## config.mk

```make
export PLATFORM = sky130hd
export DESIGN_NAME = msat_host_flat
export DESIGN_NICKNAME = d
export VERILOG_FILES = /design/src/hw/msat_pkg.sv /design/src/hw/msat_if.sv /design/src/hw/msat_host.sv /design/src/flat_wrapper.sv
export SDC_FILE = /design/constraint.sdc
export NUM_CORES = 1
export LEC_CHECK = 0
export ABC_AREA = 1
export BUFFER_PORTS_ARGS = -buffer_cell sky130_fd_sc_hd__buf_4
export CORE_MARGIN = 8
export CORE_UTILIZATION = 39
export DETAILED_ROUTE_END_ITERATION = 10
export GPL_TIMING_DRIVEN = 0
export SYNTH_ARGS = -nofsm -noshare
export SYNTH_HDL_FRONTEND = slang
export SYNTH_SLANG_ARGS = --single-unit
```

## constraint.sdc

```tcl
create_clock -name clk -period 4.52 [get_ports clk]
set_clock_uncertainty 0.15 [all_clocks]
set_input_delay 0.226 -clock clk [delete_from_list [all_inputs] [get_ports clk]]
set_output_delay 0.226 -clock clk [all_outputs]
set_load 0.02 [all_outputs]
```

## src/hw/msat_pkg.sv

```systemverilog
// Shared constants for the microstep angle translator and the controller that drives it.
package msat_pkg;

   // Angle and serial frame geometry.
   localparam int ANGLE_W = 6;
   localparam int FRAME_BITS = 16;
   localparam int ADDR_MSB = 15;
   localparam int ADDR_LSB = 14;
   localparam int SC_MSB = 5;
   localparam int NBITS_W = 5;

   // Effective microstep select codes, high bit first.
   localparam logic [1:0] RES_FULL = 2'h0;
   localparam logic [1:0] RES_HALF = 2'h1;
   localparam logic [1:0] RES_QUARTER = 2'h2;
   localparam logic [1:0] RES_SIXTEENTH = 2'h3;

   // Grid pitch and offset of the positions each resolution may visit.
   localparam logic [5:0] PITCH_FULL = 6'h10;
   localparam logic [5:0] PITCH_HALF = 6'h08;
   localparam logic [5:0] PITCH_QUARTER = 6'h04;
   localparam logic [5:0] PITCH_SIXTEENTH = 6'h01;
   localparam logic [5:0] OFFSET_FULL = 6'h08;
   localparam logic [5:0] OFFSET_NONE = 6'h00;

   // Serial frame register addresses in bits 15:14.
   localparam logic [1:0] ADDR_CFG0 = 2'h0;
   localparam logic [1:0] ADDR_RUN = 2'h1;
   localparam logic [1:0] ADDR_FAULT1 = 2'h2;

   // Configuration register 0 fields and reset values.
   localparam int CFG_MS_LO_BIT = 0;
   localparam int CFG_MS_HI_BIT = 1;
   localparam logic [1:0] CFG_MS_RST = 2'h0;
   localparam logic [5:0] ANGLE_RST = 6'h00;
   localparam logic [9:0] FAULT1_UPPER = 10'h000;

   // Controller register byte offsets on the Avalon-MM slave.
   localparam int AVS_ADDR_W = 8;
   localparam logic [7:0] REG_PINS = 8'h00;
   localparam logic [7:0] REG_STEP = 8'h04;
   localparam logic [7:0] REG_FRAME = 8'h08;
   localparam logic [7:0] REG_STATUS = 8'h0c;
   localparam logic [7:0] REG_RXWORD = 8'h10;
   localparam int PINS_DIR_BIT = 0;
   localparam int PINS_MS_LO_BIT = 1;
   localparam int PINS_MS_HI_BIT = 2;
   localparam logic [2:0] PINS_RST = 3'h0;
   localparam int STATUS_BUSY_BIT = 0;

   // Link timing in nanoseconds and derived cycle counts (least times round up).
   localparam int CLK_NS = 25;
   localparam int STEP_HIGH_NS = 1000;
   localparam int STEP_LOW_NS = 1000;
   localparam int SCK_HALF_NS = 250;
   localparam int STRB_LEAD_NS = 250;
   localparam int STRB_GAP_NS = 250;
   localparam int STEP_HIGH_CYC = (STEP_HIGH_NS + CLK_NS - 1) / CLK_NS;
   localparam int STEP_LOW_CYC = (STEP_LOW_NS + CLK_NS - 1) / CLK_NS;
   localparam int SCK_HALF_CYC = (SCK_HALF_NS + CLK_NS - 1) / CLK_NS;
   localparam int STRB_LEAD_CYC = (STRB_LEAD_NS + CLK_NS - 1) / CLK_NS;
   localparam int STRB_GAP_CYC = (STRB_GAP_NS + CLK_NS - 1) / CLK_NS;

   typedef logic [7:0] msat_cnt_t;

endpackage

```

## src/hw/msat_if.sv

```systemverilog
`timescale 1ns/1ps
`default_nettype none
// Pins between the host controller and the translator; all levels are plain one-way wires.
interface msat_if;
   logic step;
   logic dir;
   logic microstep_select_hi;
   logic microstep_select_lo;
   logic sck;
   logic sdi;
   logic sdo;
   logic serial_strobe_low;

   modport dev (
      input step,
      input dir,
      input microstep_select_hi,
      input microstep_select_lo,
      input sck,
      input sdi,
      input serial_strobe_low,
      output sdo
   );

   modport host (
      output step,
      output dir,
      output microstep_select_hi,
      output microstep_select_lo,
      output sck,
      output sdi,
      output serial_strobe_low,
      input sdo
   );
endinterface
`default_nettype wire

```

## src/hw/msat_host.sv

```systemverilog
`timescale 1ns/1ps
`default_nettype none
// Host controller: software orders step pulses and serial frames over Avalon-MM.
module msat_host #(
   parameter int STEP_HIGH_CYC = msat_pkg::STEP_HIGH_CYC,
   parameter int STEP_LOW_CYC = msat_pkg::STEP_LOW_CYC,
   parameter int SCK_HALF_CYC = msat_pkg::SCK_HALF_CYC,
   parameter int STRB_LEAD_CYC = msat_pkg::STRB_LEAD_CYC,
   parameter int STRB_GAP_CYC = msat_pkg::STRB_GAP_CYC
) (
   input wire logic clk,
   input wire logic arst_n,
   input wire logic [7:0] avs_address,
   input wire logic avs_read,
   input wire logic avs_write,
   input wire logic [31:0] avs_writedata,
   output logic [31:0] avs_readdata,
   output logic avs_waitrequest,
   msat_if.host link
);

   // Counters are eight bits wide, so phase lengths must fit 1 to 256, and the serial half period and strobe lead 2 to 256.
   if (STEP_HIGH_CYC < 1 || STEP_HIGH_CYC > 256 || STEP_LOW_CYC < 1 || STEP_LOW_CYC > 256 ||
       SCK_HALF_CYC < 2 || SCK_HALF_CYC > 256 || STRB_LEAD_CYC < 2 || STRB_LEAD_CYC > 256 ||
       STRB_GAP_CYC < 1 || STRB_GAP_CYC > 256) begin : g_bad_timing
      $error("msat_host timing parameter out of range");
   end

   typedef enum logic [2:0] {PH_IDLE, PH_STEP_HI, PH_GAP, PH_LEAD, PH_SCK_LO, PH_SCK_HI, PH_TAIL} msat_phase_t;

   typedef struct packed {
      msat_phase_t phase;
      msat_pkg::msat_cnt_t cnt;
      logic [2:0] pins;
      logic step;
      logic sck;
      logic strb;
      logic [4:0] bitn;
      logic [15:0] txw;
      logic [15:0] rxw;
      logic [15:0] rxword;
      logic rd_done;
      logic [31:0] rdata;
   } msat_host_st_t;

   msat_host_st_t s_r;
   msat_host_st_t s_nxt;
   logic busy;
   logic wr_go;

   // Writes stall while a pulse or frame runs, so pin levels never move under a high step.
   assign busy = (s_r.phase != PH_IDLE);
   assign wr_go = avs_write && !busy;
   assign avs_waitrequest = (avs_read && !s_r.rd_done) || (avs_write && busy);

   always_comb begin
      s_nxt = s_r;
      // Reads take one wait cycle while the answer is registered.
      s_nxt.rd_done = avs_read && !s_r.rd_done;
      if (avs_read && !s_r.rd_done) begin
         unique case (avs_address)
            msat_pkg::REG_PINS: s_nxt.rdata = {29'h0, s_r.pins};
            msat_pkg::REG_STATUS: s_nxt.rdata = {31'h0, busy};
            msat_pkg::REG_RXWORD: s_nxt.rdata = {16'h0, s_r.rxword};
            default: s_nxt.rdata = 32'h0;
         endcase
      end
      if (s_r.cnt != 8'h00) begin
         s_nxt.cnt = s_r.cnt - 8'h01;
      end
      unique case (s_r.phase)
         PH_IDLE: begin
            if (wr_go && avs_address == msat_pkg::REG_PINS) begin
               s_nxt.pins = avs_writedata[2:0];
            end else if (wr_go && avs_address == msat_pkg::REG_STEP) begin
               s_nxt.step = 1'b1;
               s_nxt.cnt = msat_pkg::msat_cnt_t'(STEP_HIGH_CYC - 1);
               s_nxt.phase = PH_STEP_HI;
            end else if (wr_go && avs_address == msat_pkg::REG_FRAME) begin
               // The word goes out whole, so software supplies every field each time.
               s_nxt.txw = avs_writedata[15:0];
               s_nxt.strb = 1'b0;
               s_nxt.bitn = 5'h00;
               s_nxt.cnt = msat_pkg::msat_cnt_t'(STRB_LEAD_CYC - 1);
               s_nxt.phase = PH_LEAD;
            end
         end
         PH_STEP_HI: begin
            if (s_r.cnt == 8'h00) begin
               s_nxt.step = 1'b0;
               s_nxt.cnt = msat_pkg::msat_cnt_t'(STEP_LOW_CYC - 1);
               s_nxt.phase = PH_GAP;
            end
         end
         PH_GAP: begin
            if (s_r.cnt == 8'h00) begin
               s_nxt.phase = PH_IDLE;
            end
         end
         PH_LEAD, PH_SCK_LO: begin
            if (s_r.cnt == 8'h00) begin
               s_nxt.sck = 1'b1;
               s_nxt.rxw = {s_r.rxw[14:0], link.sdo};
               s_nxt.cnt = msat_pkg::msat_cnt_t'(SCK_HALF_CYC - 1);
               s_nxt.phase = PH_SCK_HI;
            end
         end
         PH_SCK_HI: begin
            if (s_r.cnt == 8'h00) begin
               s_nxt.sck = 1'b0;
               s_nxt.txw = {s_r.txw[14:0], 1'b0};
               s_nxt.bitn = s_r.bitn + 5'h01;
               s_nxt.cnt = msat_pkg::msat_cnt_t'(SCK_HALF_CYC - 1);
               s_nxt.phase = (s_r.bitn == 5'(msat_pkg::FRAME_BITS - 1)) ? PH_TAIL : PH_SCK_LO;
            end
         end
         PH_TAIL: begin
            // The strobe's rise is what commits the frame in the translator.
            if (s_r.cnt == 8'h00) begin
               s_nxt.strb = 1'b1;
               s_nxt.rxword = s_r.rxw;
               s_nxt.cnt = msat_pkg::msat_cnt_t'(STRB_GAP_CYC - 1);
               s_nxt.phase = PH_GAP;
            end
         end
         // The one unused phase code falls back to idle rather than hanging.
         default: begin
            s_nxt.phase = PH_IDLE;
         end
      endcase
   end

   always_ff @(posedge clk or negedge arst_n) begin
      if (!arst_n) begin
         s_r <= '{phase: PH_IDLE, cnt: 8'h00, pins: msat_pkg::PINS_RST, step: 1'b0, sck: 1'b0, strb: 1'b1,
                  bitn: 5'h00, txw: 16'h0000, rxw: 16'h0000, rxword: 16'h0000, rd_done: 1'b0,
                  rdata: 32'h00000000};
      end else begin
         s_r <= s_nxt;
      end
   end

   assign avs_readdata = s_r.rdata;
   assign link.step = s_r.step;
   assign link.dir = s_r.pins[msat_pkg::PINS_DIR_BIT];
   assign link.microstep_select_lo = s_r.pins[msat_pkg::PINS_MS_LO_BIT];
   assign link.microstep_select_hi = s_r.pins[msat_pkg::PINS_MS_HI_BIT];
   assign link.sck = s_r.sck;
   assign link.sdi = s_r.txw[15];
   assign link.serial_strobe_low = s_r.strb;

endmodule // msat_host
`default_nettype wire

```

## src/flat_wrapper.sv

```systemverilog
// flat-port wrapper written by rule: the top's interface ports become plain ports
module msat_host_flat 
#(
   parameter int STEP_HIGH_CYC = msat_pkg::STEP_HIGH_CYC,
   parameter int STEP_LOW_CYC = msat_pkg::STEP_LOW_CYC,
   parameter int SCK_HALF_CYC = msat_pkg::SCK_HALF_CYC,
   parameter int STRB_LEAD_CYC = msat_pkg::STRB_LEAD_CYC,
   parameter int STRB_GAP_CYC = msat_pkg::STRB_GAP_CYC
)
  (clk, arst_n, avs_address, avs_read, avs_write, avs_writedata, avs_readdata, avs_waitrequest, link_step, link_dir, link_microstep_select_hi, link_microstep_select_lo, link_sck, link_sdi, link_serial_strobe_low, link_sdo);
  msat_if link_i ();
  input wire logic clk;
  input wire logic arst_n;
  input wire logic [7:0] avs_address;
  input wire logic avs_read;
  input wire logic avs_write;
  input wire logic [31:0] avs_writedata;
  output logic [31:0] avs_readdata;
  output logic avs_waitrequest;
  output wire logic [$bits(link_i.step)-1:0] link_step;
  output wire logic [$bits(link_i.dir)-1:0] link_dir;
  output wire logic [$bits(link_i.microstep_select_hi)-1:0] link_microstep_select_hi;
  output wire logic [$bits(link_i.microstep_select_lo)-1:0] link_microstep_select_lo;
  output wire logic [$bits(link_i.sck)-1:0] link_sck;
  output wire logic [$bits(link_i.sdi)-1:0] link_sdi;
  output wire logic [$bits(link_i.serial_strobe_low)-1:0] link_serial_strobe_low;
  input wire logic [$bits(link_i.sdo)-1:0] link_sdo;
  assign link_step = link_i.step;
  assign link_dir = link_i.dir;
  assign link_microstep_select_hi = link_i.microstep_select_hi;
  assign link_microstep_select_lo = link_i.microstep_select_lo;
  assign link_sck = link_i.sck;
  assign link_sdi = link_i.sdi;
  assign link_serial_strobe_low = link_i.serial_strobe_low;
  assign link_i.sdo = link_sdo;
  msat_host #(.STEP_HIGH_CYC(STEP_HIGH_CYC), .STEP_LOW_CYC(STEP_LOW_CYC), .SCK_HALF_CYC(SCK_HALF_CYC), .STRB_LEAD_CYC(STRB_LEAD_CYC), .STRB_GAP_CYC(STRB_GAP_CYC)) u_core (.clk(clk), .arst_n(arst_n), .avs_address(avs_address), .avs_read(avs_read), .avs_write(avs_write), .avs_writedata(avs_writedata), .avs_readdata(avs_readdata), .avs_waitrequest(avs_waitrequest), .link(link_i));
endmodule
```

=== Word level (Yosys, flattened, before mapping) ===
Index checks and enable logic that the tools add are counted.
Widths: inputs -> output; s select.

* Bits in registers: 103
* Input port bits: 45
* Output and inout bits: 40

* Add/subtract/negate cells: 2
* Equality and inequality tests: 21
* Multiplexer cells: 25
* Reductions and logical operators: 27

{| class="wikitable"
|+ Operator list
! cell !! number
|-
| $mux 11 || 7
|-
| $mux 22 || 3
|-
| $pmux 16 s3 || 1
|-
| $pmux 21 s2 || 1
|-
| $pmux 8 s5 || 1
|-
| $mux 21 || 1
|-
| $pmux 3 s6 || 1
|-
| $eq 8x4->1 const B || 2
|-
| $logic_not 8->1 || 2
|-
| $ne 2x1->1 const B || 7
|-
| $reduce_and 5->1 || 2
|-
| $eq 3x3->1 const B || 3
|-
| $eq 8x3->1 const B || 1
|-
| $eq 8x5->1 const B || 1
|-
| $mux 8 || 1
|-
| $reduce_bool 2->1 || 4
|-
| $reduce_bool 8->1 || 1
|-
| $sub 8x1->8 const B || 1
|-
| $reduce_and 7->1 || 1
|-
| $eq 3x2->1 const B || 2
|-
| $logic_and 1x1->1 || 6
|-
| $pmux 1 s2 || 3
|-
| $reduce_and 2->1 || 3
|-
| $add 5x1->5 const B || 1
|-
| 14 further kinds || 19
|}

=== Logic depth before layout (Yosys ltp) ===
* Word-level depth: 8
* Mapped depth: 12

=== Worst setup path after synthesis ===
Ideal clock, no wire load.

* Kind: reg-to-output
* Start: reg u_core.s_r[32] (netlist bit)
* End: out avs_waitrequest
* Arrival: 1.296 ns
* Slack: 2.848 ns
* Cell stages (with the launch flop): 5
* Path buffers: 1
* Cells stage by stage: dfrtp_1 -> nor2_2 -> clkinv_1 -> clkbuf_1 -> o21ai_0

* Cells in the longest elaborated chain, start to end: 3

{| class="wikitable"
|+ Ends and longest elaborated chain
! element !! line !! text
|-
| from (decl) || msat_host.sv:46 || <nowiki>msat_host_st_t s_r;</nowiki>
|-
| from (signal assigned) || msat_host.sv:135 || <nowiki>s_r <= '{phase: PH_IDLE, cnt: 8'h00, pins: msat_pkg::PINS_RST, step: 1'b0, sck: 1'b0, strb: 1'b1,</nowiki>
|-
| from (signal assigned) || msat_host.sv:139 || <nowiki>s_r <= s_nxt;</nowiki>
|-
| $logic_not 1->1 || msat_host.sv:54 || <nowiki>assign avs_waitrequest = (avs_read && !s_r.rd_done) || (avs_write && busy);</nowiki>
|-
| $logic_and 1x1->1 || msat_host.sv:54 ||
|-
| $logic_or 1x1->1 || msat_host.sv:54 ||
|-
| to (decl) || flat_wrapper.sv:19 || <nowiki>output logic avs_waitrequest;</nowiki>
|}

Every way passes these cells.

=== Worst setup path in the final report ===
Ends and elaborated chain as after synthesis.

==> results.py <==
metrics = {
    "run_status": {
        "status": "completed",
    },
    "worst_setup_path": {
        "r2r_slack_ns": 2.59,
        "crit_path_max_incr_delay_ns": 0.39,
        "cp-startpoint": "u_core.s_r[32]$_DFF_PN0_",
        "critical_path.max_fanout": 10,
        "worstSetupEndpointType": "output pin",
        "cp_slowest_cell": "dfrtp_1",
        "cp.required_ns": 4.14,
        "crit_end": "avs_waitrequest",
        "critPathBufInv": 3,
        "reg2reg_depth": 8,
        "cp_top_family": "buffers and inverters",
        "start_kind": "register",
        "cp.arrival_ns": 2.21,
        "worst-path-stages": 5,
        "rr_startpoint": "u_core.s_r[92]$_DFF_PN0_",
        "path_class": "register to output pin",
        "path_cells": "nor2_2, clkinv_1, clkbuf_1, o21ai_0, buf_4",
        "rr_endpoint": "u_core.s_r[47]$_DFFE_PN0P_",
    },
    "run": {
        "drv_cap": 0,
    },
    "global_route": {
        "grt_overflow": 0,
        "grt_pass1_wl_um": 17000,
        "antenna_found_initial": 0,
        "grt_max_degree": 88,
        "grt_pass1_vias": 3595,
        "grt_usage": 0.141,
    },
    "floorplan": {
        "die_y_um": 123,
        "die-area_mm2": 0.0151,
        "placeableCoreArea_mm2": 0.0113,
        "io_pins": 85,
        "rows": 39,
        "die_x_um": 123,
        "initial_utilization": 0.394,
    },
    "timing": {
        "worst_pin_slew_ns": 1.12,
        "rsz0062_at_grt": "false",
        "max_freq_mhz": 387,
        "max_slew_margin": 0.252,
        "maxSlewViolCount": 0,
        "tns_ns": 0,
        "hold_ws_ns": 0.00643,
        "finalCriticalPeriod_ns": 2.59,
        "hold_violations": 0,
        "period_share": 0.572,
        "setup_viol": 0,
    },
    "hold_path": {
        "hp-class": "input pin to register",
        "hold_start": "avs_writedata[8]",
    },
    "routing": {
        "drc": 0,
        "final_antenna_net_count": 0,
        "wl_um": 10000,
        "num_vias": 3513,
        "avgRoutedWirePerCell_um": 12.9,
        "via_per_inst": 4.53,
        "drtIter0Drc": 140,
        "drt-pass1-iter-count": 6,
    },
    "place": {
        "place_congestion": 0.874,
        "dp_hpwl_um": 7320,
        "port_buffers": 52,
    },
    "final_layout": {
        "final_common_cell": "nand2_1",
        "layout_common_cells": "nand2_1 (138), dfrtp_1 (86), buf_4 (85)",
        "regArea_mm2": 0.00218,
        "drive_above_1_share": 0.242,
        "antenna_cells": 0,
        "syn_to_final_growth_pct": 23.5,
        "nets": 678,
        "multiInputGateArea_mm2": 0.00174,
        "fill_cells": 1086,
    },
    "clock_network": {
        "cts_resized": 0,
        "clock_sinks": 87,
        "path_clk_slew_ns": 0.07,
        "cts-htree-levels": 3,
        "numCtsBuffers": 9,
        "clock_latency_ns": 0.35,
        "cts_root_buffer": "clkbuf_16",
        "cts_buffer_depth": 2,
        "cts_tree": "built",
    },
    "yosys": {
        "ys_types": 38,
        "syn_area_per_cell_um2": 8.27,
        "synth_area_mm2": 0.00444,
        "synthFlopType": "dfrtp_1",
        "postSynthCellCount": 537,
        "yosysWarnings": 0,
        "yosys.area.top_type_share": 0.484,
        "yosysTopAreaCell": "dfrtp_1",
        "ys_seq_elements": 87,
        "async_reset_ff_frac": 1.00,
        "synth-seq-area-share": 0.490,
        "synth.area.top_cells": "dfrtp_1 (48%), nand2_1 (12%), o21ai_0 (6.5%)",
        "synth_edf_count": 0,
    },
    "pwr": {
        "ir_drop_v": 0.000194,
        "leakagePower_uw": 0.00282,
        "p_total_uw": 2380,
        "powerDensity_mw_per_mm2": 433,
    },
}
==> worst min-delay path by stage <==
stage,to,slack (ns),cells after the start
final,u_core.s_r[73]$_DFFE_PN0P_,0.006,3
after global placement,u_core.s_r[49]$_DFFE_PN0P_,0.30,3
after global routing,u_core.link.sdi$_DFFE_PN0P_,0.03,3
after detailed placement,u_core.s_r[49]$_DFFE_PN0P_,0.30,3
after floorplan,u_core.avs_readdata[0]$_DFFE_PN0P_,-0.22,0
after CTS,u_core.s_r[73]$_DFFE_PN0P_,0.002,3
==> logic make-up after synthesis <==
group,share of synthesized area
AND/OR/NAND/NOR,0.258
buffers and inverters,0.132
flip-flops,0.490
AO/OA/AOI/OAI,0.0997
adder cells (fa/ha/maj),0.0141
XOR/XNOR,0.00591
other,0.000844
==> state kept, by name, indices dropped and copies added, names as in the netlist <==
register and cells:
u_core.link.step 1, u_core.link.microstep_select_lo 1, u_core.link.sck 1, u_core.s_r 64, u_core.avs_readdata 16, u_core.link.microstep_select_hi 1
u_core.link.serial_strobe_low 1, u_core.link.sdi 1, u_core.link.dir 1
==> repair_timing <==
action | CTS | global route
hold endpoints to repair | 90 | 0
setup endpoints to repair | 0 | 0
setup buffers | 0 | 0
hold buffers | 13 | 0
==> worst reg2reg max path: stages (launching register included) <==
cell and delay (ns):
dfrtp_1 0.38, inv_1 0.07, ha_1 0.19, nand2_1 0.10, nor2_4 0.06, buf_6 0.14, nand2_1 0.18, clkbuf_1 0.38
o21ai_0 0.16
==> cells in the mapped netlist, types with 2 or more instances <==
cell and count:
ha_1 5, buf_4 33, nor2_2 10, nand2_1 138, nor3b_1 2, inv_2 3, o22ai_1 2, inv_1 61
buf_6 2, o21ai_2 8, nand2_4 6, dfrtp_1 86, nand2_2 7, nor3_1 4, nand3_1 18, nor2_1 53
nor2_4 3, clkbuf_1 4, buf_2 6, a21oi_1 7, nand2_8 2, o21ai_0 58, xor2_1 2, nand4_1 3
==> per-layer routing <==
layer | part of all wire | GRT usage
met1 | 0.46 | 0.178
met2 | 0.48 | 0.233
met3 | 0.050 | 0.0350
met4 | 0.011 | 0.0442
met5 | 0 | 0
==> stage by stage <==
stage | util | setup WS, ns | cell area (um2) | std cells
after global routing | 0.487 | 1.70 | 5490 | 776
after floorplan | - | 2.85 | 4500 | 552
after CTS | 0.487 | 1.86 | 5490 | 776
final | 0.487 | 1.93 | 5490 | 776
after global placement | 0.450 | 2.28 | 5070 | 747
after detailed placement | 0.450 | 2.27 | 5070 | 747
==> where the power goes <==
group	switching [uW]	total, uW	internal [uW]
combinational	441	720	278
sequential	67.0	930	863
clock	340	726	386
total	849	2380	1530
==> final cells by class <==
type                       instances  share of cell area
sequential                        87               0.397
multi-input combinational        353               0.316
timing repair buffer              65              0.0948
buffer                            47              0.0620
inverter                          65              0.0445
clock buffer                       9              0.0410
tap                              143              0.0326
clock inverter                     7              0.0116
(Power assumes the default switching activity.)
